## src/design/cicr_pkg.sv

```systemverilog
/*
 * Shared constants and types for the charger input/control register pair.
 * Assumes one 10 MHz clock and an I2C host on open-drain pins.
 */
`default_nettype none

package cicr_pkg;

    // ****************************************
    // bus and map
    // ****************************************
    localparam logic [6:0] CICR_DEV_ADDR    = 7'h6a;
    localparam logic [7:0] CICR_INPUT_OFS   = 8'h00;
    localparam logic [7:0] CICR_CTRL_OFS    = 8'h01;
    localparam logic [7:0] CICR_LAST_OFS    = 8'h0c;
    localparam logic [7:0] CICR_UNMAPPED_RD = 8'hff;
    localparam logic [3:0] CICR_BYTE_BITS   = 4'h8;

    // ****************************************
    // register layouts and reset values
    // ****************************************
    typedef struct packed {
        logic       hiz_en;
        logic       therm_ignore;
        logic       sense_disable;
        logic [4:0] ilim_code;
    } cicr_input_reg_t;

    typedef struct packed {
        logic       pfm_disable;
        logic       wd_kick;
        logic       boost_en;
        logic       charge_en;
        logic [2:0] system_min_voltage;
        logic       boost_low_sel;
    } cicr_ctrl_reg_t;

    typedef struct packed {
        logic       valid;
        logic [7:0] addr;
        logic [7:0] data;
    } cicr_wr_t;

    localparam cicr_input_reg_t CICR_INPUT_RST = 8'h17;
    localparam cicr_ctrl_reg_t  CICR_CTRL_RST  = 8'h1a;

    // ****************************************
    // analog settings in mA and mV
    // ****************************************
    localparam logic [4:0]  CICR_ILIM_PSEL_HI  = 5'h04;
    localparam logic [4:0]  CICR_ILIM_PSEL_LO  = 5'h17;
    localparam logic [11:0] CICR_ILIM_STEP_MV  = 12'h064;
    localparam logic [11:0] CICR_ILIM_OFS_MV   = 12'h064;
    localparam logic [11:0] CICR_BST_EXIT_HI   = 12'haf0;
    localparam logic [11:0] CICR_BST_START_HI  = 12'hbb8;
    localparam logic [11:0] CICR_BST_EXIT_LO   = 12'h9c4;
    localparam logic [11:0] CICR_BST_START_LO  = 12'haf0;
    localparam logic [11:0] CICR_SYSTEM_MIN_VOLTAGE_MV [8] = '{
        12'ha28, 12'haf0, 12'hbb8, 12'hc80,
        12'hd48, 12'hdac, 12'he10, 12'he74
    };

endpackage

`default_nettype wire

```

## src/design/cicr_i2c_slave.sv

```systemverilog
/*
 * I2C slave front end: address match, register pointer with auto
 * increment, write strobes and read byte shifting.
 * Assumes scl and sda are already synchronous to the clock; no stretching.
 */
`timescale 1ns/1ps
`default_nettype none

module cicr_i2c_slave
    import cicr_pkg::*;
(
    input  wire logic       mclk_in,
    input  wire logic       reset_n_in,
    input  wire logic       scl_in,
    input  wire logic       sda_in,
    output logic            sda_oe_out,
    output logic [7:0]      rd_addr_out,
    input  wire logic [7:0] rd_data_in,
    output cicr_wr_t        wr_out
);

    typedef enum logic [6:0] {
        ST_IDLE = 7'b0000001,
        ST_ADDR = 7'b0000010,
        ST_REG  = 7'b0000100,
        ST_WR   = 7'b0001000,
        ST_RD   = 7'b0010000,
        ST_ACK  = 7'b0100000,
        ST_RACK = 7'b1000000
    } cicr_i2c_st_t;

    cicr_i2c_st_t st_q;
    cicr_i2c_st_t nxt_q;
    logic [7:0]   sh_q;
    logic [3:0]   cnt_q;
    logic [7:0]   ptr_q;
    logic         drv_q;
    logic         scl_q;
    logic         sda_q;
    cicr_wr_t     wr_q;

    wire scl_rise  = scl_in & ~scl_q;
    wire scl_fall  = ~scl_in & scl_q;
    wire start_det = scl_in & scl_q & sda_q & ~sda_in;
    wire stop_det  = scl_in & scl_q & ~sda_q & sda_in;
    wire byte_done = scl_fall && (cnt_q == CICR_BYTE_BITS);
    wire addr_hit  = (sh_q[7:1] == CICR_DEV_ADDR);
    wire ptr_ok    = (ptr_q <= CICR_LAST_OFS);

    assign sda_oe_out  = drv_q;
    assign rd_addr_out = ptr_q;
    assign wr_out      = wr_q;

    always_ff @(posedge mclk_in or negedge reset_n_in)
    begin
        if (!reset_n_in)
        begin
            st_q  <= ST_IDLE;
            nxt_q <= ST_IDLE;
            sh_q  <= 8'h00;
            cnt_q <= 4'h0;
            ptr_q <= 8'h00;
            drv_q <= 1'b0;
            scl_q <= 1'b1;
            sda_q <= 1'b1;
            wr_q  <= '0;
        end
        else
        begin
            scl_q    <= scl_in;
            sda_q    <= sda_in;
            wr_q.valid <= 1'b0;
            if (start_det)
            begin
                st_q  <= ST_ADDR;
                cnt_q <= 4'h0;
                drv_q <= 1'b0;
            end
            else if (stop_det)
            begin
                st_q  <= ST_IDLE;
                drv_q <= 1'b0;
            end
            else
            begin
                case (st_q)
                    ST_ADDR, ST_REG, ST_WR:
                    begin
                        if (scl_rise)
                        begin
                            sh_q  <= {sh_q[6:0], sda_in};
                            cnt_q <= cnt_q + 4'h1;
                        end
                        if (byte_done)
                        begin
                            cnt_q <= 4'h0;
                            st_q  <= ST_IDLE;
                            if (st_q == ST_ADDR && addr_hit)
                            begin
                                drv_q <= 1'b1;
                                st_q  <= ST_ACK;
                                nxt_q <= sh_q[0] ? ST_RD : ST_REG;
                            end
                            else if (st_q == ST_REG && sh_q <= CICR_LAST_OFS)
                            begin
                                drv_q <= 1'b1;
                                ptr_q <= sh_q;
                                st_q  <= ST_ACK;
                                nxt_q <= ST_WR;
                            end
                            else if (st_q == ST_WR && ptr_ok)
                            begin
                                wr_q  <= '{valid: 1'b1, addr: ptr_q, data: sh_q};
                                drv_q <= 1'b1;
                                ptr_q <= ptr_q + 8'h01;
                                st_q  <= ST_ACK;
                                nxt_q <= ST_WR;
                            end
                        end
                    end
                    ST_ACK:
                    begin
                        if (scl_fall)
                        begin
                            drv_q <= 1'b0;
                            st_q  <= nxt_q;
                            cnt_q <= 4'h0;
                            if (nxt_q == ST_RD)
                            begin
                                sh_q  <= rd_data_in;
                                drv_q <= ~rd_data_in[7];
                                ptr_q <= ptr_q + 8'h01;
                            end
                        end
                    end
                    ST_RD:
                    begin
                        if (scl_fall)
                        begin
                            cnt_q <= cnt_q + 4'h1;
                            sh_q  <= {sh_q[6:0], 1'b0};
                            drv_q <= ~sh_q[6];
                            if (cnt_q == 4'h7)
                            begin
                                drv_q <= 1'b0;
                                st_q  <= ST_RACK;
                            end
                        end
                    end
                    ST_RACK:
                    begin
                        // host nack ends the read, ack fetches the next byte
                        if (scl_rise)
                        begin
                            st_q  <= sda_in ? ST_IDLE : ST_ACK;
                            nxt_q <= ST_RD;
                        end
                    end
                    default:
                    begin
                        drv_q <= 1'b0;
                    end
                endcase
            end
        end
    end
endmodule

`default_nettype wire

```

## src/design/cicr_regs.sv

```systemverilog
/*
 * Input current limit and charger control registers with the charge and
 * boost gating that hangs off them, reached over I2C.
 * Assumes register reset, watchdog expiry and source detection done
 * arrive as one-cycle pulses from the rest of the charger.
 */
// Summary of operation
// - input register bit 7 puts the input in high impedance, cleared by reset.
// - input bit 6 set treats the thermistor as good and reports fault status 000.
// - input bit 5 clear regulates on the remote sense pin unless it failed; set uses the battery pin.
// - input bits 4:0 are a binary current limit of 100 mA per step plus 100 mA, default 10111.
// - at the end of source detection the limit becomes 500 mA with select high, 2.4 A with it low.
// - control bit 7 set disables pulse frequency modulation in buck and boost.
// - a written 1 in control bit 6 restarts the watchdog and then clears itself.
// - control bit 5 enables boost; with charge also enabled the mode follows the adapter.
// - charging needs the charge pin low, control bit 4 set and a nonzero charge current.
// - control bits 3:1 select the minimum system voltage from 2.6 V to 3.7 V, default 101.
// - control bit 0 selects boost battery thresholds 2.8/3.0 V or 2.5/2.8 V.
// - any host write moves the charger from default mode to host mode.
`timescale 1ns/1ps
`default_nettype none

module cicr_regs
    import cicr_pkg::*;
(
    input  wire logic        mclk_in,
    input  wire logic        reset_n_in,
    input  wire logic        scl_in,
    input  wire logic        sda_in,
    output logic             sda_out,
    output logic             sda_oe_out,
    input  wire logic        reg_reset_in,
    input  wire logic        wdt_expired_in,
    input  wire logic        src_detect_done_in,
    input  wire logic        source_select_in,
    input  wire logic        charge_pin_n_in,
    input  wire logic        chg_current_nonzero_in,
    input  wire logic        adapter_present_in,
    input  wire logic        thermistor_good_in,
    input  wire logic [2:0]  thermistor_fault_in,
    input  wire logic        remote_sense_fail_status_in,
    output logic             high_impedance_input_enable_out,
    output logic             pulse_freq_mode_disable_out,
    output logic             regulate_on_bat_pin_out,
    output logic [4:0]       input_current_limit_code_out,
    output logic [11:0]      input_current_limit_ma_out,
    output logic [2:0]       system_min_voltage_out,
    output logic [11:0]      system_min_mv_out,
    output logic [11:0]      boost_exit_mv_out,
    output logic [11:0]      boost_start_mv_out,
    output logic [2:0]       thermistor_fault_status_out,
    output logic             watchdog_restart_out,
    output logic             host_mode_out,
    output logic             charge_active_out,
    output logic             boost_active_out
);

    // ****************************************
    // register state
    // ****************************************
    cicr_input_reg_t in_q;
    cicr_input_reg_t in_d;
    cicr_ctrl_reg_t  ctl_q;
    cicr_ctrl_reg_t  ctl_d;
    logic            host_mode_q;
    logic            host_mode_d;
    logic [7:0]      rd_addr;
    logic [7:0]      rd_data;
    cicr_wr_t        wr;

    // ****************************************
    // bus front end
    // ****************************************
    cicr_i2c_slave cicr_i2c_slave_i (
        .mclk_in    (mclk_in),
        .reset_n_in (reset_n_in),
        .scl_in     (scl_in),
        .sda_in     (sda_in),
        .sda_oe_out (sda_oe_out),
        .rd_addr_out(rd_addr),
        .rd_data_in (rd_data),
        .wr_out     (wr)
    );

    // open drain: only ever pulls low
    assign sda_out = 1'b0;

    wire wr_input = wr.valid && (wr.addr == CICR_INPUT_OFS);
    wire wr_ctrl  = wr.valid && (wr.addr == CICR_CTRL_OFS);
    wire kick_wr  = wr_ctrl && wr.data[6];

    // live values, so automatic code loads are visible to the host
    assign rd_data = (rd_addr == CICR_INPUT_OFS) ? in_q :
                     (rd_addr == CICR_CTRL_OFS)  ? ctl_q :
                     CICR_UNMAPPED_RD;

    // ****************************************
    // next register values
    // ****************************************
    always_comb
    begin
        in_d        = in_q;
        ctl_d       = ctl_q;
        host_mode_d = host_mode_q;
        if (ctl_q.wd_kick)
        begin
            ctl_d.wd_kick = 1'b0;
        end
        if (src_detect_done_in)
        begin
            in_d.ilim_code = source_select_in ? CICR_ILIM_PSEL_HI
                                              : CICR_ILIM_PSEL_LO;
        end
        if (wdt_expired_in)
        begin
            in_d.hiz_en     = CICR_INPUT_RST.hiz_en;
            ctl_d.wd_kick   = CICR_CTRL_RST.wd_kick;
            ctl_d.boost_en  = CICR_CTRL_RST.boost_en;
            ctl_d.charge_en = CICR_CTRL_RST.charge_en;
            host_mode_d     = 1'b0;
        end
        // a host write lands after the automatic updates so it wins
        if (wr_input)
        begin
            in_d = wr.data;
        end
        if (wr_ctrl)
        begin
            ctl_d = wr.data;
        end
        if (wr.valid)
        begin
            host_mode_d = 1'b1;
        end
        if (reg_reset_in)
        begin
            in_d        = CICR_INPUT_RST;
            ctl_d       = CICR_CTRL_RST;
            host_mode_d = 1'b0;
        end
    end

    always_ff @(posedge mclk_in or negedge reset_n_in)
    begin
        if (!reset_n_in)
        begin
            in_q        <= CICR_INPUT_RST;
            ctl_q       <= CICR_CTRL_RST;
            host_mode_q <= 1'b0;
        end
        else
        begin
            in_q        <= in_d;
            ctl_q       <= ctl_d;
            host_mode_q <= host_mode_d;
        end
    end

    // ****************************************
    // derived controls
    // ****************************************
    wire therm_ok   = in_q.therm_ignore | thermistor_good_in;
    wire charge_ok  = ~charge_pin_n_in & ctl_q.charge_en
                      & chg_current_nonzero_in;
    // charge on adapter, boost without it: the handover needs both bits set
    wire charge_go  = charge_ok & therm_ok & adapter_present_in
                      & ~in_q.hiz_en;
    wire boost_go   = ctl_q.boost_en & therm_ok & ~adapter_present_in;
    wire [11:0] ilim_ma = 12'(in_q.ilim_code) * CICR_ILIM_STEP_MV
                          + CICR_ILIM_OFS_MV;

    always_ff @(posedge mclk_in or negedge reset_n_in)
    begin
        if (!reset_n_in)
        begin
            high_impedance_input_enable_out <= 1'b0;
            pulse_freq_mode_disable_out     <= 1'b0;
            regulate_on_bat_pin_out         <= 1'b0;
            input_current_limit_code_out    <= CICR_INPUT_RST.ilim_code;
            input_current_limit_ma_out      <= 12'h000;
            system_min_voltage_out          <= CICR_CTRL_RST.system_min_voltage;
            system_min_mv_out               <= 12'h000;
            boost_exit_mv_out               <= 12'h000;
            boost_start_mv_out              <= 12'h000;
            thermistor_fault_status_out     <= 3'h0;
            watchdog_restart_out            <= 1'b0;
            host_mode_out                   <= 1'b0;
            charge_active_out               <= 1'b0;
            boost_active_out                <= 1'b0;
        end
        else
        begin
            high_impedance_input_enable_out <= in_q.hiz_en;
            pulse_freq_mode_disable_out     <= ctl_q.pfm_disable;
            regulate_on_bat_pin_out         <= in_q.sense_disable
                                               | remote_sense_fail_status_in;
            input_current_limit_code_out    <= in_q.ilim_code;
            input_current_limit_ma_out      <= ilim_ma;
            system_min_voltage_out          <= ctl_q.system_min_voltage;
            system_min_mv_out               <= CICR_SYSTEM_MIN_VOLTAGE_MV[ctl_q.system_min_voltage];
            boost_exit_mv_out               <= ctl_q.boost_low_sel ? CICR_BST_EXIT_LO
                                                                   : CICR_BST_EXIT_HI;
            boost_start_mv_out              <= ctl_q.boost_low_sel ? CICR_BST_START_LO
                                                                   : CICR_BST_START_HI;
            thermistor_fault_status_out     <= in_q.therm_ignore ? 3'h0
                                                                 : thermistor_fault_in;
            watchdog_restart_out            <= ctl_q.wd_kick;
            host_mode_out                   <= host_mode_q;
            charge_active_out               <= charge_go;
            boost_active_out                <= boost_go;
        end
    end
endmodule

`default_nettype wire

```

## config.mk

```make
export PLATFORM = sky130hd
export DESIGN_NAME = cicr_regs
export DESIGN_NICKNAME = d
export VERILOG_FILES = /design/src/design/cicr_pkg.sv /design/src/design/cicr_i2c_slave.sv /design/src/design/cicr_regs.sv
export SDC_FILE = /design/constraint.sdc
export NUM_CORES = 1
export LEC_CHECK = 0
export ABC_CLOCK_PERIOD_IN_PS = 5300
export BUFFER_PORTS_ARGS = -buffer_cell sky130_fd_sc_hd__buf_2
export CAP_MARGIN = 20
export CORE_AREA = 2 2 114 116
export DETAILED_ROUTE_END_ITERATION = 7
export DIE_AREA = 0 0 116 118
export GPL_ROUTABILITY_DRIVEN = 0
export PLACE_DENSITY = 0.67
export SLEW_MARGIN = 0
export SYNTH_ARGS = -nofsm -noshare
export SYNTH_HDL_FRONTEND = slang
export SYNTH_SLANG_ARGS = --single-unit
```

## constraint.sdc

```tcl
create_clock -name mclk_in -period 5.3 [get_ports mclk_in]
set_clock_uncertainty 0.1 [all_clocks]
set_input_delay 0.265 -clock mclk_in [delete_from_list [all_inputs] [get_ports mclk_in]]
set_output_delay 0.265 -clock mclk_in [all_outputs]
set_load 0.005 [all_outputs]
```

Yosys cells after proc, flatten, opt, wreduce, memory -nomap -nowiden

Memory sizes are Yosys's and may differ from the RTL's. A register that Yosys moved wholly into a read port is not among the register bits.
Index checks and enable logic that the tools add are counted.

Bits of input ports: 16
Bits in latches: 0
Memory bits (read-only): 96
Output and inout port bits: 68
Memory bits (writable): 0
Memories kept: 1
Bits in registers: 125

Divide/modulo/power cells: 0
Multipliers: 1
Bitwise operators: 30
Muxes and demuxes: 71
Reduce and logical (&&, ||, !) cells: 28
Magnitude comparators: 2
Shift-type cells: 0
Add/subtract/negate cells: 3
Equal/unequal tests: 32

Memories:

| name            | words | width | read ports | clocked after Yosys merged registers in | wr ports | line             | RTL |
|---|---|---|---|---|---|---|---|
| (no name shown) | 8     | 12    | 1          | 1                                       | 0        | cicr_regs.sv:200 | `system_min_mv_out <= CICR_SYSTEM_MIN_VOLTAGE_MV[ctl_q.system_min_voltage];` |

Operators with widths:

| kind                    | number |
|---|---|
| $mux W8                 | 16 |
| $mux W17                | 7 |
| $mux W7                 | 14 |
| $ne A4 B1 Y1 const B    | 7 |
| $pmux W7 S4             | 1 |
| $mux W4                 | 6 |
| $pmux W8 S3             | 1 |
| $eq A8 B1 Y1 const B    | 2 |
| $le A8 B4 Y1 const B    | 2 |
| $logic_not A8 Y1        | 2 |
| $pmux W8 S2             | 1 |
| $mux W5                 | 3 |
| $reduce_bool A3 Y1      | 5 |
| $and A1 B1 Y1           | 14 |
| $eq A7 B5 Y1 const B    | 2 |
| $eq A7 B7 Y1 const B    | 2 |
| $ne A2 B1 Y1 const B    | 7 |
| $pmux W7 S2             | 1 |
| $reduce_and A7 Y1       | 2 |
| $mux W1                 | 13 |
| $not A1 Y1              | 13 |
| $add A12 B7 Y12 const B | 1 |
| $mux W6                 | 2 |
| $ne A3 B1 Y1 const B    | 4 |
| other kinds (28)        | 39 |

Longest topological paths before layout

Word-level depth: 9
Depth in mapped cells: 10
Gate-level depth less buffers: 10

Hierarchy

A second synthesis with hierarchy kept.

Cell total of the unflattened synthesis: 503
Area, all modules: 5,587.9 um^2

By module, submodules not included:

| module         | area each (um^2) | times used | cells each | seq. area each (um^2) |
|---|---|---|---|---|
| cicr_i2c_slave | 2,886.5          | 1          | 280        | 1,281.2 |
| cicr_regs      | 2,701.3          | 1          | 223        | 1,442.6 |

Worst setup path before layout

Ideal clock, no wire load.

Kind: reg-to-reg
Start point: register in_q[0] (netlist name)
End point: register input_current_limit_ma_out[11]
Data arrival time: 2,332 ps
Period minus slack after synthesis: 2,555 ps
Cell stages (with the launch flop): 9
Data required time: 5,077 ps
Setup slack: 2,745 ps
Library setup time: 123 ps
Buffers on the path: 0
Path through: dfstp_2 > ha_1 > ha_1 > ha_1 > inv_1 > fa_1 > nor3_1 > nand3_1 > xnor2_1

Cells in the longest elaborated chain, start to end: 2

RTL lines:

| element                | line             | RTL |
|---|---|---|
| from (decl)            | cicr_regs.sv:61  | `cicr_input_reg_t in_q;` |
| from (signal assigned) | cicr_regs.sv:153 | `in_q <= in_d;` |
| $mul A5 B5 Y10         | cicr_regs.sv:169 | `wire [11:0] ilim_ma = 12'(in_q.ilim_code) * CICR_ILIM_STEP_MV` |
| $add A12 B7 Y12        | cicr_regs.sv:170 | `+ CICR_ILIM_OFS_MV;` |
| net ilim_ma[11]        | cicr_regs.sv:169 |  |
| to (signal assigned)   | cicr_regs.sv:198 | `input_current_limit_ma_out <= ilim_ma;` |
| to (decl)              | cicr_regs.sv:46  | `output logic [11:0] input_current_limit_ma_out,` |

The timed path passes the listed nets, and every way through them passes these cells.
A chain may end at the register's enable or synchronous reset.

Worst setup path after layout

Start point: register in_q[3] (netlist name)
End point: register input_current_limit_ma_out[11]

The elaborated chain is that of the path after synthesis.

==> run summary <==
TritonCTS built the clock tree. The flow ran to the end, and the final reports show no timing, DRC or antenna violations. The number of clock buffers added by TritonCTS is 9. The count of antenna-violating nets left after detailed routing was 0; the clock latency of the later-clocked register in the worst-skew pair was 0.35 ns. After layout, the worst setup slack is 2.59 ns. The clock drives 108 sinks.

Of the cells placed in the final design, the portion with a size suffix greater than 1 is 24.5%. Counting every instance in the synthesized netlist gives 518. Setup repair after global routing left no endpoint under its margin.

The tree is rooted in a sky130_fd_sc_hd__clkbuf_16. The tools report the placed wire-length estimate as 8060 um. Across the VDD grid, the largest voltage drop is 198 uV.

The die is 116 um wide. The first global-routing pass estimated 18300 um of wire. In the synthesized netlist, the cells that appear most often are sky130_fd_sc_hd__dfrtp_1, sky130_fd_sc_hd__nor2_1, sky130_fd_sc_hd__inv_1, sky130_fd_sc_hd__nand2_1, sky130_fd_sc_hd__buf_4. Before CTS, the worst setup slack after placement is 2.58 ns. The worst register-to-register path begins at in_q[3]. For flop-to-flop paths, the worst setup slack is 2.59 ns. For the global-route track usage on met1, the log shows 22.8%. The largest single stage delay on the critical path is 0.49 ns.

Final hold analysis gives a worst-case slack of 0.0348 ns. For this block, the via count after detailed routing is 3922. The sequential fraction of the synthesis area was 49.4%; the final number of setup-violating endpoints was 0. Sorting the synthesized cells by area gives the leading types as sky130_fd_sc_hd__dfrtp_1, sky130_fd_sc_hd__dfstp_2, sky130_fd_sc_hd__ha_1, sky130_fd_sc_hd__mux2_2, sky130_fd_sc_hd__buf_4. The summed negative setup slack over all endpoints came out at 0 ns.

Net switching is 24.4% of the power. Number of DRC violations after detailed-routing iteration 0: 378. The cell with the most instances after synthesis is sky130_fd_sc_hd__dfrtp_1. For the reported max-cap violation count, the log shows 0. The post-synthesis async set-or-reset flop share is 100%. Relative to the synthesized area, the layout overhead comes to 13.6%. The number of synthesized flops with an enable pin came out at 0.

The class of the most critical hold timing path is in2reg. Dividing the detail-routed via count by the number of cells gives 5.22. For the worst flop-to-flop path, the logic depth is 10.

Dividing total power by cell area gives a power density of 311 mW/mm^2. After detailed routing, the average wire length per cell comes to 14.9 um. For this run, design rule violations remaining after detail routing come to 0. The slew at the pin with the worst max-slew slack works out to 0.949 ns. The leading register cell type out of synthesis was sky130_fd_sc_hd__dfrtp_1.

Summing internal, switching and leakage power gives 1.95 mW. The run gives 5 as the number of optimization iterations in the first detailed-route pass. For the number of hold violations in the final report, the log shows 0. After detailed routing, the total wire length is 11200 um. For the arrival time of data at the critical path endpoint, the log shows 2.88 ns. The critical path ends at input_current_limit_ma_out[11]. The run gives 41 as the standard-cell row count. The mapped netlist covers 0.00552 mm^2. The worst setup path is of the reg2reg kind. Cell with the most instances on the worst path: sky130_fd_sc_hd__ha_1.

STA classifies the critical path endpoint as a flip-flop. Counting I/O delays and the setup requirement, the final critical path takes 2.71 ns. Dividing the synthesized area by the synthesized cell count gives 10.7 um^2. 84 I/O pins were placed. The logs give 0 for the final count of pins violating max slew and 369 MHz for the maximum operating frequency.

Summed over all layers, the global routing overflow is 0. Walking the worst path, the cells encountered are inv_1 > ha_1 > inv_1 > ha_1 > ha_1 > ha_1 > a31o_2 > a21oi_1 > xnor2_1 > xnor2_1. The count of state elements after synthesis works out to 108.

Of all nets on the critical path, the largest fanout is 6. For the worst setup path, the data required time is 5.47 ns. The number of antenna violations at the first check in global routing came out at 0. The startpoint class of the critical path was a flip-flop. The worst slew slack as a fraction of its limit was 36.5%.

The via count of the first global-routing pass is 3690, and the die span in y is 118 um. After synthesis, the largest area contributor takes up 41.3% of total cell area. For the final instance count without filler cells, the log shows 751. In this run, the clock network consumes 39.6% of the power. The antenna cell count was 0.

The CTS H-tree depth was 3. The cell taking the most area after synthesis was sky130_fd_sc_hd__dfrtp_1. The share of total power dissipated in combinational logic is 12.5%. The endpoint of the lowest-slack register-to-register path was input_current_limit_ma_out[11]. The net count of the finished layout is 617. Grouping stages by cell kind, the critical path spends the most delay in adder cells.

For the maximum number of pins on one net before global-route repair, the log shows 61. Counting tap cells, the placed design contains a total of 730 instances. The maximum count of clock buffers along a single path was 2; the net switching power was 476 uW. The floorplan step defined a core boundary enclosing 0.0124 mm^2.

The tools report the source of the critical timing path as in_q[3]. After clock tree synthesis, the clock-pin slew on the worst setup and hold paths is 0.07 ns. The analysis attributes to cell leakage a power of 3.00 nW. The overall global routing resource usage came out at 17.0%. Internal power comes to 1.47 mW.

Among all stages on the critical path, the largest delay is contributed by sky130_fd_sc_hd__dfrtp_1. The synthesized netlist contains 66 unique library cells. The number of port buffers came out at 70. The number of instances resized during post-cts repair was 0; the final clock period utilization by the worst path was 51.1%.

The total number of yosys warnings was 0. After global routing, the most crowded layer is met2. Registers are responsible for 47.9% of the overall power. The met3 layer usage reported by global route was 3.35%; the total die area was 0.0137 mm^2. The initial utilization of the core area, before any placement, comes to 44.4%.

Counting buffers and inverters, the worst setup path is 10 cells deep. The number of buffers and inverters on the critical path is 2. The met2 capacity usage during global routing was 26.2%.
registers in the layout, summed over array words and instances, names as in the netlist, 3 cells and up:
register	count
ctl_q	8
cicr_i2c_slave_i.cnt_q	4
in_q	8
cicr_i2c_slave_i.wr_out	17
cicr_i2c_slave_i.rd_addr_out	8
input_current_limit_ma_out	10
boost_start_mv_out	3
cicr_i2c_slave_i.st_q	7
input_current_limit_code_out	5
cicr_i2c_slave_i.nxt_q	4
cicr_i2c_slave_i.sh_q	8
system_min_voltage_out	3
thermistor_fault_status_out	3
system_min_mv_out	9
logic make-up (layout without fill, tap and decap cells):
| logic type | Yosys count | count (layout) | share of synthesized area (%) |
|---|---|---|---|
| AOI/OAI and AO/OA | 93 | 93 | 10.9 |
| xor gates and xnor gates | 17 | 17 | 2.70 |
| adders and majority gates | 27 | 27 | 6.26 |
| buffers and inverters | 74 | 123 | 7.17 |
| DFF | 108 | 108 | 49.4 |
| muxes | 35 | 35 | 6.87 |
| other | 2 | 14 | 0.136 |
| and+or+nand+nor | 162 | 162 | 16.6 |
worst reg2reg max path: cells and delay by family (launching register included):
| kind | cells | cell delay, ns |
|---|---|---|
| xor gates and xnor gates | 2 | 0.30 |
| buffers and inverters | 2 | 0.16 |
| adders and majority gates | 4 | 1.20 |
| DFF | 1 | 0.49 |
| AOI/OAI and AO/OA | 2 | 0.39 |
power by group through the flow:
stage / Combinational [mW] / Clock, mW / Sequential (mW)
global placement: 0.235 / 0 / 0.948
finish: 0.244 / 0.772 / 0.933
detailed placement: 0.240 / 0 / 0.949
CTS: 0.247 / 0.782 / 0.934
global route: 0.279 / 0.818 / 0.942
floorplan: 0.180 / 0 / 0.934
layout by cell type (no fill, tap or decap), types with 5 or more instances in the layout:
| cell type | count |
|---|---|
| sky130_fd_sc_hd__nor4_1 | 5 |
| sky130_fd_sc_hd__nor2b_1 | 16 |
| sky130_fd_sc_hd__dfrtp_1 | 91 |
| sky130_fd_sc_hd__nor4b_1 | 5 |
| sky130_fd_sc_hd__dlygate4sd3_1 | 5 |
| sky130_fd_sc_hd__nand2_1 | 29 |
| sky130_fd_sc_hd__mux2_2 | 21 |
| sky130_fd_sc_hd__a22o_1 | 5 |
| sky130_fd_sc_hd__mux2i_1 | 12 |
| sky130_fd_sc_hd__buf_2 | 69 |
| sky130_fd_sc_hd__clkbuf_16 | 9 |
| sky130_fd_sc_hd__nand3_1 | 13 |
| sky130_fd_sc_hd__nor2_1 | 36 |
| sky130_fd_sc_hd__a31oi_1 | 5 |
| sky130_fd_sc_hd__o21ai_0 | 21 |
| sky130_fd_sc_hd__conb_1 | 14 |
| sky130_fd_sc_hd__inv_1 | 29 |
| sky130_fd_sc_hd__ha_1 | 26 |
| sky130_fd_sc_hd__xor2_1 | 7 |
| sky130_fd_sc_hd__nand2b_1 | 11 |
| sky130_fd_sc_hd__xnor2_1 | 10 |
| sky130_fd_sc_hd__nor3b_1 | 8 |
| sky130_fd_sc_hd__dfstp_2 | 17 |
| sky130_fd_sc_hd__nor3_1 | 8 |
| sky130_fd_sc_hd__o22ai_1 | 8 |
| sky130_fd_sc_hd__a21oi_1 | 20 |
layout make-up:
cell class	instances	area, um^2
clock buffers	12	246
clock inverters	4	98.8
fillers	1125	6150
inverters	29	109
multi-input cells	348	2450
flip-flops and latches	108	2720
well taps	172	215
repair buffers	78	425
worst min path at each step:
| stage | startpoint | endpoint | slack [ns] | cells past startpoint |
|---|---|---|---|---|
| 2_1_floorplan | reset_n_in | boost_active_out | -0.13 | 0 |
| 3_3_place_gp | host_mode_q | host_mode_out | 0.26 | 0 |
| 3_5_place_dp | host_mode_q | host_mode_out | 0.26 | 0 |
| 4_1_cts | thermistor_fault_in[1] | thermistor_fault_status_out[1] | 0.03 | 2 |
| 5_1_grt | thermistor_fault_in[1] | thermistor_fault_status_out[1] | 0.07 | 2 |
| 6_report | thermistor_fault_in[1] | thermistor_fault_status_out[1] | 0.03 | 2 |
stage by stage:
stage          instance area [um^2]  utilization (%)
4_1_cts                        6270             50.5
6_report                       6270             50.5
3_5_place_dp                   5870             47.3
3_3_place_gp                   5870             47.3
5_1_grt                        6270             50.5
2_1_floorplan                  5560                -
routing by layer:
layer  wire, um  up-vias  share of wire, %
li1           -     1881                 -
met2       5240      131                47
met4        308        0               2.8
met5          0        -                 0
met1       5040     1887                45
met3        602       23               5.4
what timing repair did:
item | CTS | global route
hold buffers | 5 | 0
endpoints found under the hold margin | 50 | 0
setup buffers | 0 | 0
Note: power is estimated with default switching activity, not from simulation.
